<file path="src/adcc_pkg.sv">
package adcc_pkg;

  localparam int ADDR_W = 8;
  localparam int NCH    = 6;

  // printed offsets are word indices; byte address is index times four
  localparam logic [5:0] IDX_MODE  = 6'h02;
  localparam logic [5:0] IDX_CLOCK = 6'h03;
  localparam logic [5:0] IDX_GAIN  = 6'h04;
  localparam logic [5:0] IDX_STAT  = 6'h08;
  localparam logic [5:0] IDX_MASK  = 6'h09;

  localparam logic [15:0] MODE_RST   = 16'h0510;
  localparam logic [15:0] CLOCK_RST  = 16'h7F0E;
  localparam logic [15:0] GAIN_RST   = 16'h0000;
  localparam logic [15:0] MODE_WMASK = 16'h3FFF;
  localparam logic [15:0] CLK_WMASK  = 16'h3FFF;
  localparam logic [15:0] GAIN_WMASK = 16'hFFFF;

  localparam int MODE_SEL_LSB = 2;
  localparam int MODE_HIZ_BIT = 1;
  localparam int MODE_FMT_BIT = 0;
  localparam int CLK_EN_LSB   = 8;
  localparam int CLK_XTAL_BIT = 7;
  localparam int CLK_REF_BIT  = 6;
  localparam int CLK_OSR_LSB  = 2;
  localparam int CLK_PWR_LSB  = 0;
  localparam int GAIN_STRIDE  = 4;

  localparam logic [1:0]  SRC_LAG  = 2'h0;
  localparam logic [1:0]  SRC_OR   = 2'h1;
  localparam logic [14:0] OSR_BASE = 15'h0080;
  localparam logic [1:0]  RESP_OK  = 2'h0;
  localparam logic [1:0]  RESP_ERR = 2'h2;

  localparam int CLK_MHZ   = 125;
  localparam int PULSE_NS  = 32;
  localparam int PULSE_CYC = (PULSE_NS * CLK_MHZ + 999) / 1000;

  typedef enum logic [1:0] {PWR_VLP, PWR_LP, PWR_HR} adcc_pwr_t;

  typedef struct packed {
    logic [5:0]      chan_enable;
    logic            crystal_osc_off;
    logic            external_reference_on;
    logic [2:0]      oversampling_ratio;
    logic [14:0]     osr_value;
    logic [1:0]      power_mode_select;
    adcc_pwr_t       power_mode;
    logic [3:0][2:0] chan_gain_code;
    logic [1:0]      ready_source_select;
    logic            ready_idle_tristate;
    logic            ready_pulse_format;
  } adcc_cfg_t;

  typedef struct packed {
    logic o;
    logic oe;
  } adcc_pin_t;

  function automatic logic [15:0] adcc_merge(input logic [15:0] old_v, input logic [31:0] new_v,
                                             input logic [3:0] strb, input logic [15:0] wmask);
    logic [15:0] v;
    v = old_v;
    if (strb[0]) v[7:0] = new_v[7:0];
    if (strb[1]) v[15:8] = new_v[15:8];
    return v & wmask;
  endfunction : adcc_merge

endpackage : adcc_pkg

</file>
<file path="src/adcc_axil_slave.sv">
`timescale 1ns/100ps
module adcc_axil_slave
  import adcc_pkg::*;
(
  input  wire logic              sys_clk_in,      // system clock
  input  wire logic              rst_in,          // sync reset
  input  wire logic [ADDR_W-1:0] s_axi_awaddr_in, // write address
  input  wire logic              s_axi_awvalid_in,// write address valid
  output logic                   s_axi_awready_out,// write address ready
  input  wire logic [31:0]       s_axi_wdata_in,  // write data
  input  wire logic [3:0]        s_axi_wstrb_in,  // byte strobes
  input  wire logic              s_axi_wvalid_in, // write data valid
  output logic                   s_axi_wready_out,// write data ready
  output logic [1:0]             s_axi_bresp_out, // write response
  output logic                   s_axi_bvalid_out,// response valid
  input  wire logic              s_axi_bready_in, // response ready
  input  wire logic [ADDR_W-1:0] s_axi_araddr_in, // read address
  input  wire logic              s_axi_arvalid_in,// read address valid
  output logic                   s_axi_arready_out,// read address ready
  output logic [31:0]            s_axi_rdata_out, // read data
  output logic [1:0]             s_axi_rresp_out, // read response
  output logic                   s_axi_rvalid_out,// read valid
  input  wire logic              s_axi_rready_in, // read ready
  output logic                   wr_req_out,      // register write pulse
  output logic [5:0]             wr_idx_out,      // write word index
  output logic [31:0]            wr_data_out,     // write data
  output logic [3:0]             wr_strb_out,     // write strobes
  input  wire logic              wr_ok_in,        // index is mapped
  output logic                   rd_req_out,      // register read pulse
  output logic [5:0]             rd_idx_out,      // read word index
  input  wire logic [31:0]       rd_data_in,      // read data
  input  wire logic              rd_ok_in         // index is mapped
);

  logic [5:0]  aw_idx_reg, aw_idx_next;
  logic        aw_full_reg, aw_full_next, w_full_reg, w_full_next;
  logic [31:0] w_data_reg, w_data_next, rdata_reg, rdata_next;
  logic [3:0]  w_strb_reg, w_strb_next;
  logic        bvalid_reg, bvalid_next, rvalid_reg, rvalid_next;
  logic [1:0]  bresp_reg, bresp_next, rresp_reg, rresp_next;
  logic        awready_reg, awready_next, wready_reg, wready_next;
  logic        arready_reg, arready_next;

  assign wr_req_out  = aw_full_reg & w_full_reg & ~bvalid_reg;
  assign wr_idx_out  = aw_idx_reg;
  assign wr_data_out = w_data_reg;
  assign wr_strb_out = w_strb_reg;
  assign rd_req_out  = s_axi_arvalid_in & arready_reg;
  assign rd_idx_out  = s_axi_araddr_in[7:2];

  always_comb begin
    aw_idx_next  = aw_idx_reg;
    aw_full_next = aw_full_reg;
    w_full_next  = w_full_reg;
    w_data_next  = w_data_reg;
    w_strb_next  = w_strb_reg;
    bvalid_next  = bvalid_reg;
    bresp_next   = bresp_reg;
    rvalid_next  = rvalid_reg;
    rdata_next   = rdata_reg;
    rresp_next   = rresp_reg;
    if (s_axi_awvalid_in && awready_reg) begin
      aw_idx_next  = s_axi_awaddr_in[7:2];
      aw_full_next = 1'b1;
    end
    if (s_axi_wvalid_in && wready_reg) begin
      w_data_next = s_axi_wdata_in;
      w_strb_next = s_axi_wstrb_in;
      w_full_next = 1'b1;
    end
    if (s_axi_bvalid_out && s_axi_bready_in) begin
      bvalid_next = 1'b0;
    end
    if (wr_req_out) begin
      aw_full_next = 1'b0;
      w_full_next  = 1'b0;
      bvalid_next  = 1'b1;
      bresp_next   = wr_ok_in ? RESP_OK : RESP_ERR;
    end
    if (rvalid_reg && s_axi_rready_in) begin
      rvalid_next = 1'b0;
    end
    if (rd_req_out) begin
      rvalid_next = 1'b1;
      rdata_next  = rd_ok_in ? rd_data_in : 32'h0000_0000;
      rresp_next  = rd_ok_in ? RESP_OK : RESP_ERR;
    end
    // one write and one read outstanding at a time
    awready_next = ~aw_full_next & ~bvalid_next;
    wready_next  = ~w_full_next & ~bvalid_next;
    arready_next = ~rvalid_next;
  end

  always_ff @(posedge sys_clk_in) begin
    if (rst_in) begin
      aw_idx_reg  <= 6'h00;
      aw_full_reg <= 1'b0;
      w_full_reg  <= 1'b0;
      w_data_reg  <= 32'h0000_0000;
      w_strb_reg  <= 4'h0;
      bvalid_reg  <= 1'b0;
      bresp_reg   <= RESP_OK;
      rvalid_reg  <= 1'b0;
      rdata_reg   <= 32'h0000_0000;
      rresp_reg   <= RESP_OK;
      awready_reg <= 1'b0;
      wready_reg  <= 1'b0;
      arready_reg <= 1'b0;
    end else begin
      aw_idx_reg  <= aw_idx_next;
      aw_full_reg <= aw_full_next;
      w_full_reg  <= w_full_next;
      w_data_reg  <= w_data_next;
      w_strb_reg  <= w_strb_next;
      bvalid_reg  <= bvalid_next;
      bresp_reg   <= bresp_next;
      rvalid_reg  <= rvalid_next;
      rdata_reg   <= rdata_next;
      rresp_reg   <= rresp_next;
      awready_reg <= awready_next;
      wready_reg  <= wready_next;
      arready_reg <= arready_next;
    end
  end

  assign s_axi_awready_out = awready_reg;
  assign s_axi_wready_out  = wready_reg;
  assign s_axi_arready_out = arready_reg;
  assign s_axi_bvalid_out  = bvalid_reg;
  assign s_axi_bresp_out   = bresp_reg;
  assign s_axi_rvalid_out  = rvalid_reg;
  assign s_axi_rdata_out   = rdata_reg;
  assign s_axi_rresp_out   = rresp_reg;

endmodule : adcc_axil_slave

</file>
<file path="src/adcc_ready_pin.sv">
`timescale 1ns/100ps
module adcc_ready_pin
  import adcc_pkg::*;
#(
  parameter int PULSE_LEN = PULSE_CYC
) (
  input  wire logic sys_clk_in, // system clock
  input  wire logic rst_in,     // sync reset
  input  wire logic trig_in,    // selected source has data
  input  wire logic clr_in,     // host took the data
  input  wire logic hiz_in,     // float when idle
  input  wire logic fmt_in,     // pulse instead of level
  output adcc_pin_t pin_out     // pin drive and enable
);

  typedef enum logic [1:0] {ST_IDLE, ST_HOLD, ST_PULSE, ST_SPENT} adcc_rdy_st_t;

  adcc_rdy_st_t st_reg, st_next;
  logic [7:0]   cnt_reg, cnt_next;
  adcc_pin_t    pin_reg, pin_next;

  always_comb begin
    st_next  = st_reg;
    cnt_next = cnt_reg;
    // new data wins over a clear in the same cycle
    if (trig_in) begin
      st_next  = fmt_in ? ST_PULSE : ST_HOLD;
      cnt_next = 8'(PULSE_LEN - 1);
    end else if (clr_in) begin
      st_next = ST_IDLE;
    end else begin
      case (st_reg)
        ST_PULSE: begin
          if (cnt_reg == 8'h00) st_next = ST_SPENT;
          else cnt_next = cnt_reg - 8'h01;
        end
        default: begin
        end
      endcase
    end
    case (st_next)
      ST_HOLD, ST_PULSE: pin_next = '{o: 1'b0, oe: 1'b1};
      default:           pin_next = '{o: 1'b1, oe: ~hiz_in};
    endcase
  end

  always_ff @(posedge sys_clk_in) begin
    if (rst_in) begin
      st_reg  <= ST_IDLE;
      cnt_reg <= 8'h00;
      pin_reg <= '{o: 1'b1, oe: 1'b1};
    end else begin
      st_reg  <= st_next;
      cnt_reg <= cnt_next;
      pin_reg <= pin_next;
    end
  end

  assign pin_out = pin_reg;
endmodule : adcc_ready_pin

</file>
<file path="src/adcc_cfg_regs.sv">
`timescale 1ns/100ps
// What this block does
// - The ready source field picks most lagging (00, reset), OR of enabled (01) or most leading channel (10, 11).
// - With no data pending the ready pin is driven high if the idle bit is 0 and floats if it is 1.
// - On new data the ready pin is held low for format 0 or pulsed low for a fixed time for format 1.
// - The clock register sits at index 03h, is 16 bits and resets to 7F0Eh.
// - Clock bits 13..8 enable channels 5..0, all enabled after reset.
// - Clock bits 15..14 are read-only and read 00.
// - Clock bit 7 turns the crystal oscillator off when 1, reset 0.
// - Clock bit 6 turns the external reference on when 1, reset 0.
// - Clock bits 4..2 set oversampling to 128 shifted left by the code, reset 011.
// - Clock bits 1..0 pick very-low-power, low-power or high-resolution (10 and 11), reset 10.
// - The first gain register sits at index 04h, is 16 bits and resets to 0000h.
// - Gain bits 14..12 give channel 3 a gain of two to the code, reset 000.
// - Gain bits 10..8 give channel 2 the same encoding, reset 000.
// - Gain bits 6..4 give channel 1 the same encoding, reset 000.
// - Gain bits 2..0 give channel 0 the same encoding, reset 000.
module adcc_cfg_regs
  import adcc_pkg::*;
#(
  parameter int PULSE_LEN = PULSE_CYC
) (
  input  wire logic              sys_clk_in,       // system clock, 125 MHz
  input  wire logic              rst_in,           // sync reset, active high
  input  wire logic [ADDR_W-1:0] s_axi_awaddr_in,  // write address
  input  wire logic              s_axi_awvalid_in, // write address valid
  output logic                   s_axi_awready_out,// write address ready
  input  wire logic [31:0]       s_axi_wdata_in,   // write data
  input  wire logic [3:0]        s_axi_wstrb_in,   // byte strobes
  input  wire logic              s_axi_wvalid_in,  // write data valid
  output logic                   s_axi_wready_out, // write data ready
  output logic [1:0]             s_axi_bresp_out,  // write response
  output logic                   s_axi_bvalid_out, // response valid
  input  wire logic              s_axi_bready_in,  // response ready
  input  wire logic [ADDR_W-1:0] s_axi_araddr_in,  // read address
  input  wire logic              s_axi_arvalid_in, // read address valid
  output logic                   s_axi_arready_out,// read address ready
  output logic [31:0]            s_axi_rdata_out,  // read data
  output logic [1:0]             s_axi_rresp_out,  // read response
  output logic                   s_axi_rvalid_out, // read valid
  input  wire logic              s_axi_rready_in,  // read ready
  input  wire logic [NCH-1:0]    chan_event_in,    // per-channel new data pulse
  input  wire logic              data_read_in,     // host took the data, pulse
  output adcc_cfg_t              cfg_out,          // decoded configuration
  output logic                   sample_ready_pin_out,    // ready pin level
  output logic                   sample_ready_pin_oe_out, // ready pin enable
  output logic                   irq_out           // interrupt, level
);

  logic        wr_req, rd_req, wr_ok, rd_ok, trig;
  logic [5:0]  wr_idx, rd_idx;
  logic [31:0] wr_data, rd_data;
  logic [3:0]  wr_strb;
  logic [5:0]  en, ev, seen_keep;
  adcc_pin_t   pin;

  logic [15:0]    mode_reg, mode_next, clock_reg, clock_next, gain_reg, gain_next;
  logic [NCH-1:0] stat_reg, stat_next, mask_reg, mask_next, seen_reg, seen_next;
  adcc_cfg_t      cfg_reg, cfg_next;
  logic           irq_reg, irq_next;

  function automatic logic is_mapped(input logic [5:0] idx);
    return idx == IDX_MODE || idx == IDX_CLOCK || idx == IDX_GAIN ||
           idx == IDX_STAT || idx == IDX_MASK;
  endfunction : is_mapped

  adcc_axil_slave u_bus (
    .sys_clk_in        (sys_clk_in),
    .rst_in            (rst_in),
    .s_axi_awaddr_in   (s_axi_awaddr_in),
    .s_axi_awvalid_in  (s_axi_awvalid_in),
    .s_axi_awready_out (s_axi_awready_out),
    .s_axi_wdata_in    (s_axi_wdata_in),
    .s_axi_wstrb_in    (s_axi_wstrb_in),
    .s_axi_wvalid_in   (s_axi_wvalid_in),
    .s_axi_wready_out  (s_axi_wready_out),
    .s_axi_bresp_out   (s_axi_bresp_out),
    .s_axi_bvalid_out  (s_axi_bvalid_out),
    .s_axi_bready_in   (s_axi_bready_in),
    .s_axi_araddr_in   (s_axi_araddr_in),
    .s_axi_arvalid_in  (s_axi_arvalid_in),
    .s_axi_arready_out (s_axi_arready_out),
    .s_axi_rdata_out   (s_axi_rdata_out),
    .s_axi_rresp_out   (s_axi_rresp_out),
    .s_axi_rvalid_out  (s_axi_rvalid_out),
    .s_axi_rready_in   (s_axi_rready_in),
    .wr_req_out        (wr_req),
    .wr_idx_out        (wr_idx),
    .wr_data_out       (wr_data),
    .wr_strb_out       (wr_strb),
    .wr_ok_in          (wr_ok),
    .rd_req_out        (rd_req),
    .rd_idx_out        (rd_idx),
    .rd_data_in        (rd_data),
    .rd_ok_in          (rd_ok)
  );

  assign wr_ok = is_mapped(wr_idx);
  assign rd_ok = is_mapped(rd_idx);

  always_comb begin
    case (rd_idx)
      IDX_MODE:  rd_data = {16'h0000, mode_reg};
      IDX_CLOCK: rd_data = {16'h0000, clock_reg & CLK_WMASK};
      IDX_GAIN:  rd_data = {16'h0000, gain_reg};
      IDX_STAT:  rd_data = {26'h0000000, stat_reg};
      IDX_MASK:  rd_data = {26'h0000000, mask_reg};
      default:   rd_data = 32'h0000_0000;
    endcase
  end

  assign en = cfg_reg.chan_enable;
  assign ev = chan_event_in & en;
  assign seen_keep = data_read_in ? 6'h00 : seen_reg;

  always_comb begin
    case (cfg_reg.ready_source_select)
      SRC_LAG: trig = (|ev) && (((seen_keep | ev) | ~en) == 6'h3F);
      SRC_OR:  trig = |ev;
      default: trig = (|ev) && !(|(seen_keep & en));
    endcase
  end

  always_comb begin
    mode_next  = mode_reg;
    clock_next = clock_reg;
    gain_next  = gain_reg;
    mask_next  = mask_reg;
    seen_next  = seen_keep | ev;
    stat_next  = stat_reg;
    if (wr_req) begin
      case (wr_idx)
        IDX_MODE:  mode_next = adcc_merge(mode_reg, wr_data, wr_strb, MODE_WMASK);
        IDX_CLOCK: clock_next = adcc_merge(clock_reg, wr_data, wr_strb, CLK_WMASK);
        IDX_GAIN:  gain_next = adcc_merge(gain_reg, wr_data, wr_strb, GAIN_WMASK);
        IDX_MASK:  mask_next = wr_strb[0] ? wr_data[5:0] : mask_reg;
        default: begin
        end
      endcase
    end
    // read clears status; a new event in the same cycle survives
    if (rd_req && rd_idx == IDX_STAT) stat_next = 6'h00;
    stat_next = stat_next | ev;
    irq_next  = |(stat_next & mask_next);
    cfg_next.chan_enable           = clock_next[CLK_EN_LSB +: NCH];
    cfg_next.crystal_osc_off       = clock_next[CLK_XTAL_BIT];
    cfg_next.external_reference_on = clock_next[CLK_REF_BIT];
    cfg_next.oversampling_ratio    = clock_next[CLK_OSR_LSB +: 3];
    cfg_next.osr_value             = OSR_BASE << clock_next[CLK_OSR_LSB +: 3];
    cfg_next.power_mode_select     = clock_next[CLK_PWR_LSB +: 2];
    cfg_next.power_mode            = clock_next[CLK_PWR_LSB + 1] ? PWR_HR :
                                     (clock_next[CLK_PWR_LSB] ? PWR_LP : PWR_VLP);
    for (int i = 0; i < 4; i++) begin
      cfg_next.chan_gain_code[i] = gain_next[i*GAIN_STRIDE +: 3];
    end
    cfg_next.ready_source_select   = mode_next[MODE_SEL_LSB +: 2];
    cfg_next.ready_idle_tristate   = mode_next[MODE_HIZ_BIT];
    cfg_next.ready_pulse_format    = mode_next[MODE_FMT_BIT];
  end

  always_ff @(posedge sys_clk_in) begin
    if (rst_in) begin
      mode_reg  <= MODE_RST;
      clock_reg <= CLOCK_RST;
      gain_reg  <= GAIN_RST;
      stat_reg  <= 6'h00;
      mask_reg  <= 6'h00;
      seen_reg  <= 6'h00;
      irq_reg   <= 1'b0;
      cfg_reg   <= '{chan_enable: 6'h3F, crystal_osc_off: 1'b0, external_reference_on: 1'b0,
                     oversampling_ratio: 3'h3, osr_value: 15'h0400, power_mode_select: 2'h2,
                     power_mode: PWR_HR, chan_gain_code: 12'h000, ready_source_select: 2'h0,
                     ready_idle_tristate: 1'b0, ready_pulse_format: 1'b0};
    end else begin
      mode_reg  <= mode_next;
      clock_reg <= clock_next;
      gain_reg  <= gain_next;
      stat_reg  <= stat_next;
      mask_reg  <= mask_next;
      seen_reg  <= seen_next;
      irq_reg   <= irq_next;
      cfg_reg   <= cfg_next;
    end
  end

  // pin follows the registered mode fields, one cycle behind a write
  adcc_ready_pin #(
    .PULSE_LEN (PULSE_LEN)
  ) u_pin (
    .sys_clk_in (sys_clk_in),
    .rst_in     (rst_in),
    .trig_in    (trig),
    .clr_in     (data_read_in),
    .hiz_in     (cfg_reg.ready_idle_tristate),
    .fmt_in     (cfg_reg.ready_pulse_format),
    .pin_out    (pin)
  );

  assign cfg_out                 = cfg_reg;
  assign irq_out                 = irq_reg;
  assign sample_ready_pin_out    = pin.o;
  assign sample_ready_pin_oe_out = pin.oe;
endmodule : adcc_cfg_regs

</file>
<file path="config.mk">
export PLATFORM = sky130hd
export DESIGN_NAME = adcc_cfg_regs
export DESIGN_NICKNAME = d
export VERILOG_FILES = /design/src/adcc_pkg.sv /design/src/adcc_axil_slave.sv /design/src/adcc_ready_pin.sv /design/src/adcc_cfg_regs.sv
export SDC_FILE = /design/constraint.sdc
export NUM_CORES = 1
export LEC_CHECK = 0
export ABC_AREA = 1
export BUFFER_PORTS_ARGS = -buffer_cell sky130_fd_sc_hd__buf_2
export CORE_UTILIZATION = 35
export DETAILED_ROUTE_END_ITERATION = 10
export PLACE_DENSITY_LB_ADDON = 0.05
export SYNTH_ARGS = -nofsm -noshare
export SYNTH_HDL_FRONTEND = slang
export SYNTH_HIERARCHICAL = 1
export SYNTH_SLANG_ARGS = --single-unit
</file>
<file path="constraint.sdc">
create_clock -name sys_clk_in -period 4.1 [get_ports sys_clk_in]
set_input_delay 0.205 -clock sys_clk_in [delete_from_list [all_inputs] [get_ports sys_clk_in]]
set_output_delay 0.205 -clock sys_clk_in [all_outputs]
set_load 0.02 [all_outputs]
</file>
After elaboration in Yosys (flattened, before gate mapping). Index checks and enable logic that the tools add are counted. W data, S select, Z words.

Flip-flop bits (word level): 188. Bits of input ports: 66. Output and inout port bits: 90. Logic and storage cells: 156.

Add/sub/neg operators: 1. Equal/unequal tests: 17. Shift-type cells: 1. Muxes and demuxes: 40. Bitwise logic cells: 20. Reductions and logical operators: 33.

Operators by type and width (count): $pmux W16 S5 (1); $mux W6 (6); $mux W15 (2); $mux W14 (2); $eq A6 B2 Y1 const B (4); $eq A6 B4 Y1 const B (4); $mux W2 (12); $reduce_and A3 Y1 (7); $and A6 B6 Y6 (3); $or A6 B6 Y6 (3); $reduce_or A6 Y1 (3); $mux W16 (1); $mux W8 (2); $shl A8 B3 Y15 const A (1); $eq A6 B3 Y1 const B (2); $mux W4 (3); $mux W1 (9); $logic_not A8 Y1 (1); $logic_or A1 B1 Y1 (8); $not A1 Y1 (8); $sub A8 B1 Y8 const B (1); $logic_and A1 B1 Y1 (7); $mux W7 (1); $eq A6 B6 Y1 const B (1); other kinds (12) (20).

Logic depth before layout (Yosys ltp).
Depth after elaboration: 10. Mapped depth: 17. Gate-level depth less buffers: 16.

Modules after synthesis. Netlist, hierarchy kept.

Modules (own cells, without submodules): adcc_cfg_regs (instances 1, cells an instance 476, area an instance 3519.6 µm², sequential area each 1461.4 µm²); adcc_axil_slave (instances 1, cells an instance 469, area an instance 3326.9 µm², sequential area each 1661.6 µm²); adcc_ready_pin (instances 1, cells an instance 102, area an instance 713.2 µm², sequential area each 240.2 µm²).

Worst setup path after synthesis. OpenSTA, ideal clock, no wires.

Path type: input-to-reg. Start point: input data_read_in. End point: register u_pin.pin_reg (netlist bit u_pin/pin_out[1]). Library setup time: 0.123 ns. Data arrival time: 1.977 ns. Required time: 3.977 ns. Path slack: 2.000 ns. Stages: 15. Buffers on the path: 1. Cell sequence: inv_1 -> clkbuf_1 -> nand2_1 -> nand3_1 -> nand2_1 -> nor2_1 -> nand3_1 -> a21oi_1 -> inv_1 -> o22ai_1 -> inv_1 -> nand2_2 -> inv_2 -> ha_1 -> or2_2.

RTL lines: start, declared (line adcc_cfg_regs.sv:43) `input wire logic data_read_in,`; end signal, assigned (line adcc_ready_pin.sv:51) `pin_reg <= '{o: 1'b1, oe: 1'b1};`; end signal, assigned (line adcc_ready_pin.sv:55) `pin_reg <= pin_next;`; end, declared (line adcc_ready_pin.sv:20) `adcc_pin_t pin_reg, pin_next;`.

==> impl_metrics.json <==
{
  "ant_nets": 0,
  "p_leak_nw": 3.88,
  "fp.dieH_um": 143,
  "clk_latency_ns": 0.43,
  "crit_path_start_kind": "flop",
  "final_nets": 1134,
  "tightest_slew_ns": 1.06,
  "root_buffer": "clkbuf_16",
  "finalSetupViolCount": 0,
  "path_max_fanout": 7,
  "viasPerCell": 4.42,
  "multi_input_comb_area_um2": 3100,
  "design_area_um2": 8060,
  "drc": 0,
  "met1_usage_pct": 26.1,
  "ir_drop_mv": 0.253,
  "setup.worst_path.start": "clock_reg[9]",
  "grt_max_degree": 43,
  "placed_area_um2": 7460,
  "core_um2": 19500,
  "required_ns": 4.41,
  "totalPowerFinal_mw": 3.47,
  "clk_transition_reported_paths_ns": 0.07,
  "drv_cap": 0,
  "period_needed_ns": 2.58,
  "grt_util_met2_pct": 27.4,
  "cp.arrival_ns": 2.89,
  "wirelength_mm": 18.1,
  "dieArea_um2": 20400,
  "ctsResizeCount": 0,
  "layout-drive-gt1-share_pct": 19.1,
  "area_delta_synth_final_pct": 16.0,
  "wl_per_cell_um": 13.5,
  "cts_max_level": 4,
  "hold_buffers": 0,
  "port_buffers": 124,
  "min_from": "s_axi_awaddr_in[5]",
  "syn_inst": 973,
  "synth_area_um2": 6950,
  "relSlewSlack_pct": 28.8,
  "status": "completed",
  "cts_tree": "built",
  "holdWs_ns": 0.0243,
  "die_w_um": 143,
  "seqCellArea_um2": 3000,
  "postCtsSetupBuffers": 0,
  "firstDrtPassIters": 5,
  "yosys_warnings": 6,
  "endpoint_kind": "flop",
  "min_path_type": "primary input to flop",
  "rsz0062_at_grt": "no",
  "grt_pass1_vias": 5384,
  "num_antenna_cells": 0,
  "grt_util_met3_pct": 4.86,
  "period_share_pct": 63.0,
  "busiest_layer": "met2",
  "slew_violations": 0,
  "avgSynthCellArea_um2": 7.14,
  "r2r-start": "clock_reg[9]",
  "max_freq_mhz": 387,
  "vias": 5931,
  "post-dp-hpwl_mm": 13.1,
  "track_usage_pct": 18.4,
  "initial_core_util_pct": 35.7,
  "cts.sinks": 150,
  "fin_ws_ns": 1.52,
  "clockBufferDepth": 2,
  "overflow": 0,
  "antenna_found_initial": 0,
  "io-pin-count": 156,
  "worstSetupPathType": "flop to flop",
  "skew_ns": 0.0106,
  "rows": 51,
  "drtIter0Drc": 262,
  "grt_pass1_wl_mm": 28.7,
  "hold_violations": 0,
  "p_per_area_nw_per_um2": 430,
  "tns_ns": 0,
  "place.gp.congestion": 0.761,
  "nFillCells": 2156,
  "largest_reg_flops": 32,
  "cts_buffers": 17,
  "place_ws_ns": 1.46
}
cell type report:
| cell class | count | share of cell area (%) |
|---|---|---|
| clock buffers | 19 | 5.37 |
| multi-input cells | 671 | 38.5 |
| repair buffers | 129 | 8.16 |
| inverters | 95 | 4.55 |
| well taps | 265 | 4.11 |
| clock inverters | 13 | 2.11 |
| flip-flops and latches | 150 | 37.2 |
metrics by stage:
step                std cells  utilization (%)
finish                   1342             41.4
global route             1342             41.4
CTS                      1342             41.4
detailed placement       1310             38.3
global placement         1310             38.3
floorplan                 996                -
worst paths after layout:
check	end	slack (ns)	depth (start not counted)
worst max-delay path	u_pin/pin_out[1]	1.52	14
worst min-delay path	u_bus/wr_idx_out[3]	0.02	3
worst max register to register	u_pin/pin_out[1]	1.52	14
worst min register to register	u_pin/pin_out[0]	0.45	1
per-layer routing:
layer  vias to the layer above  part of all wire (%)
li1                       3176                     -
met2                       142                    42
met3                         9                   5.9
met1                      2604                    51
met5                         -                     0
met4                         0                  0.82
cells in the final DEF, fill, tap and decap left out, types with 17 or more instances in the layout:
cell type / n
a21oi_1: 44
buf_2: 124
clkbuf_16: 17
conb_1: 25
dfxtp_1: 150
inv_1: 83
nand2_1: 266
nand3_1: 31
nand4_1: 17
nor2_1: 156
o21ai_0: 58
where the power goes:
| group | leakage, nW | total [mW] | switching, mW | internal [mW] |
|---|---|---|---|---|
| clock network | 0.285 | 1.63 | 0.661 | 0.966 |
| registers | 1.22 | 1.54 | 0.0350 | 1.51 |
| logic | 2.37 | 0.294 | 0.200 | 0.0937 |
| total | 3.88 | 3.47 | 0.897 | 2.57 |
critical path, stage by stage, from the launching register on:
cell	delay [ns]
dfxtp_1	0.50
nand2_1	0.19
a21boi_0	0.18
nand2_1	0.09
nand2_1	0.05
nor2_1	0.09
nand3_1	0.07
a21oi_1	0.24
inv_1	0.17
o22ai_1	0.18
inv_1	0.07
nand2_2	0.07
inv_2	0.04
ha_1	0.27
or2_2	0.26
(Power assumes the default switching activity.)
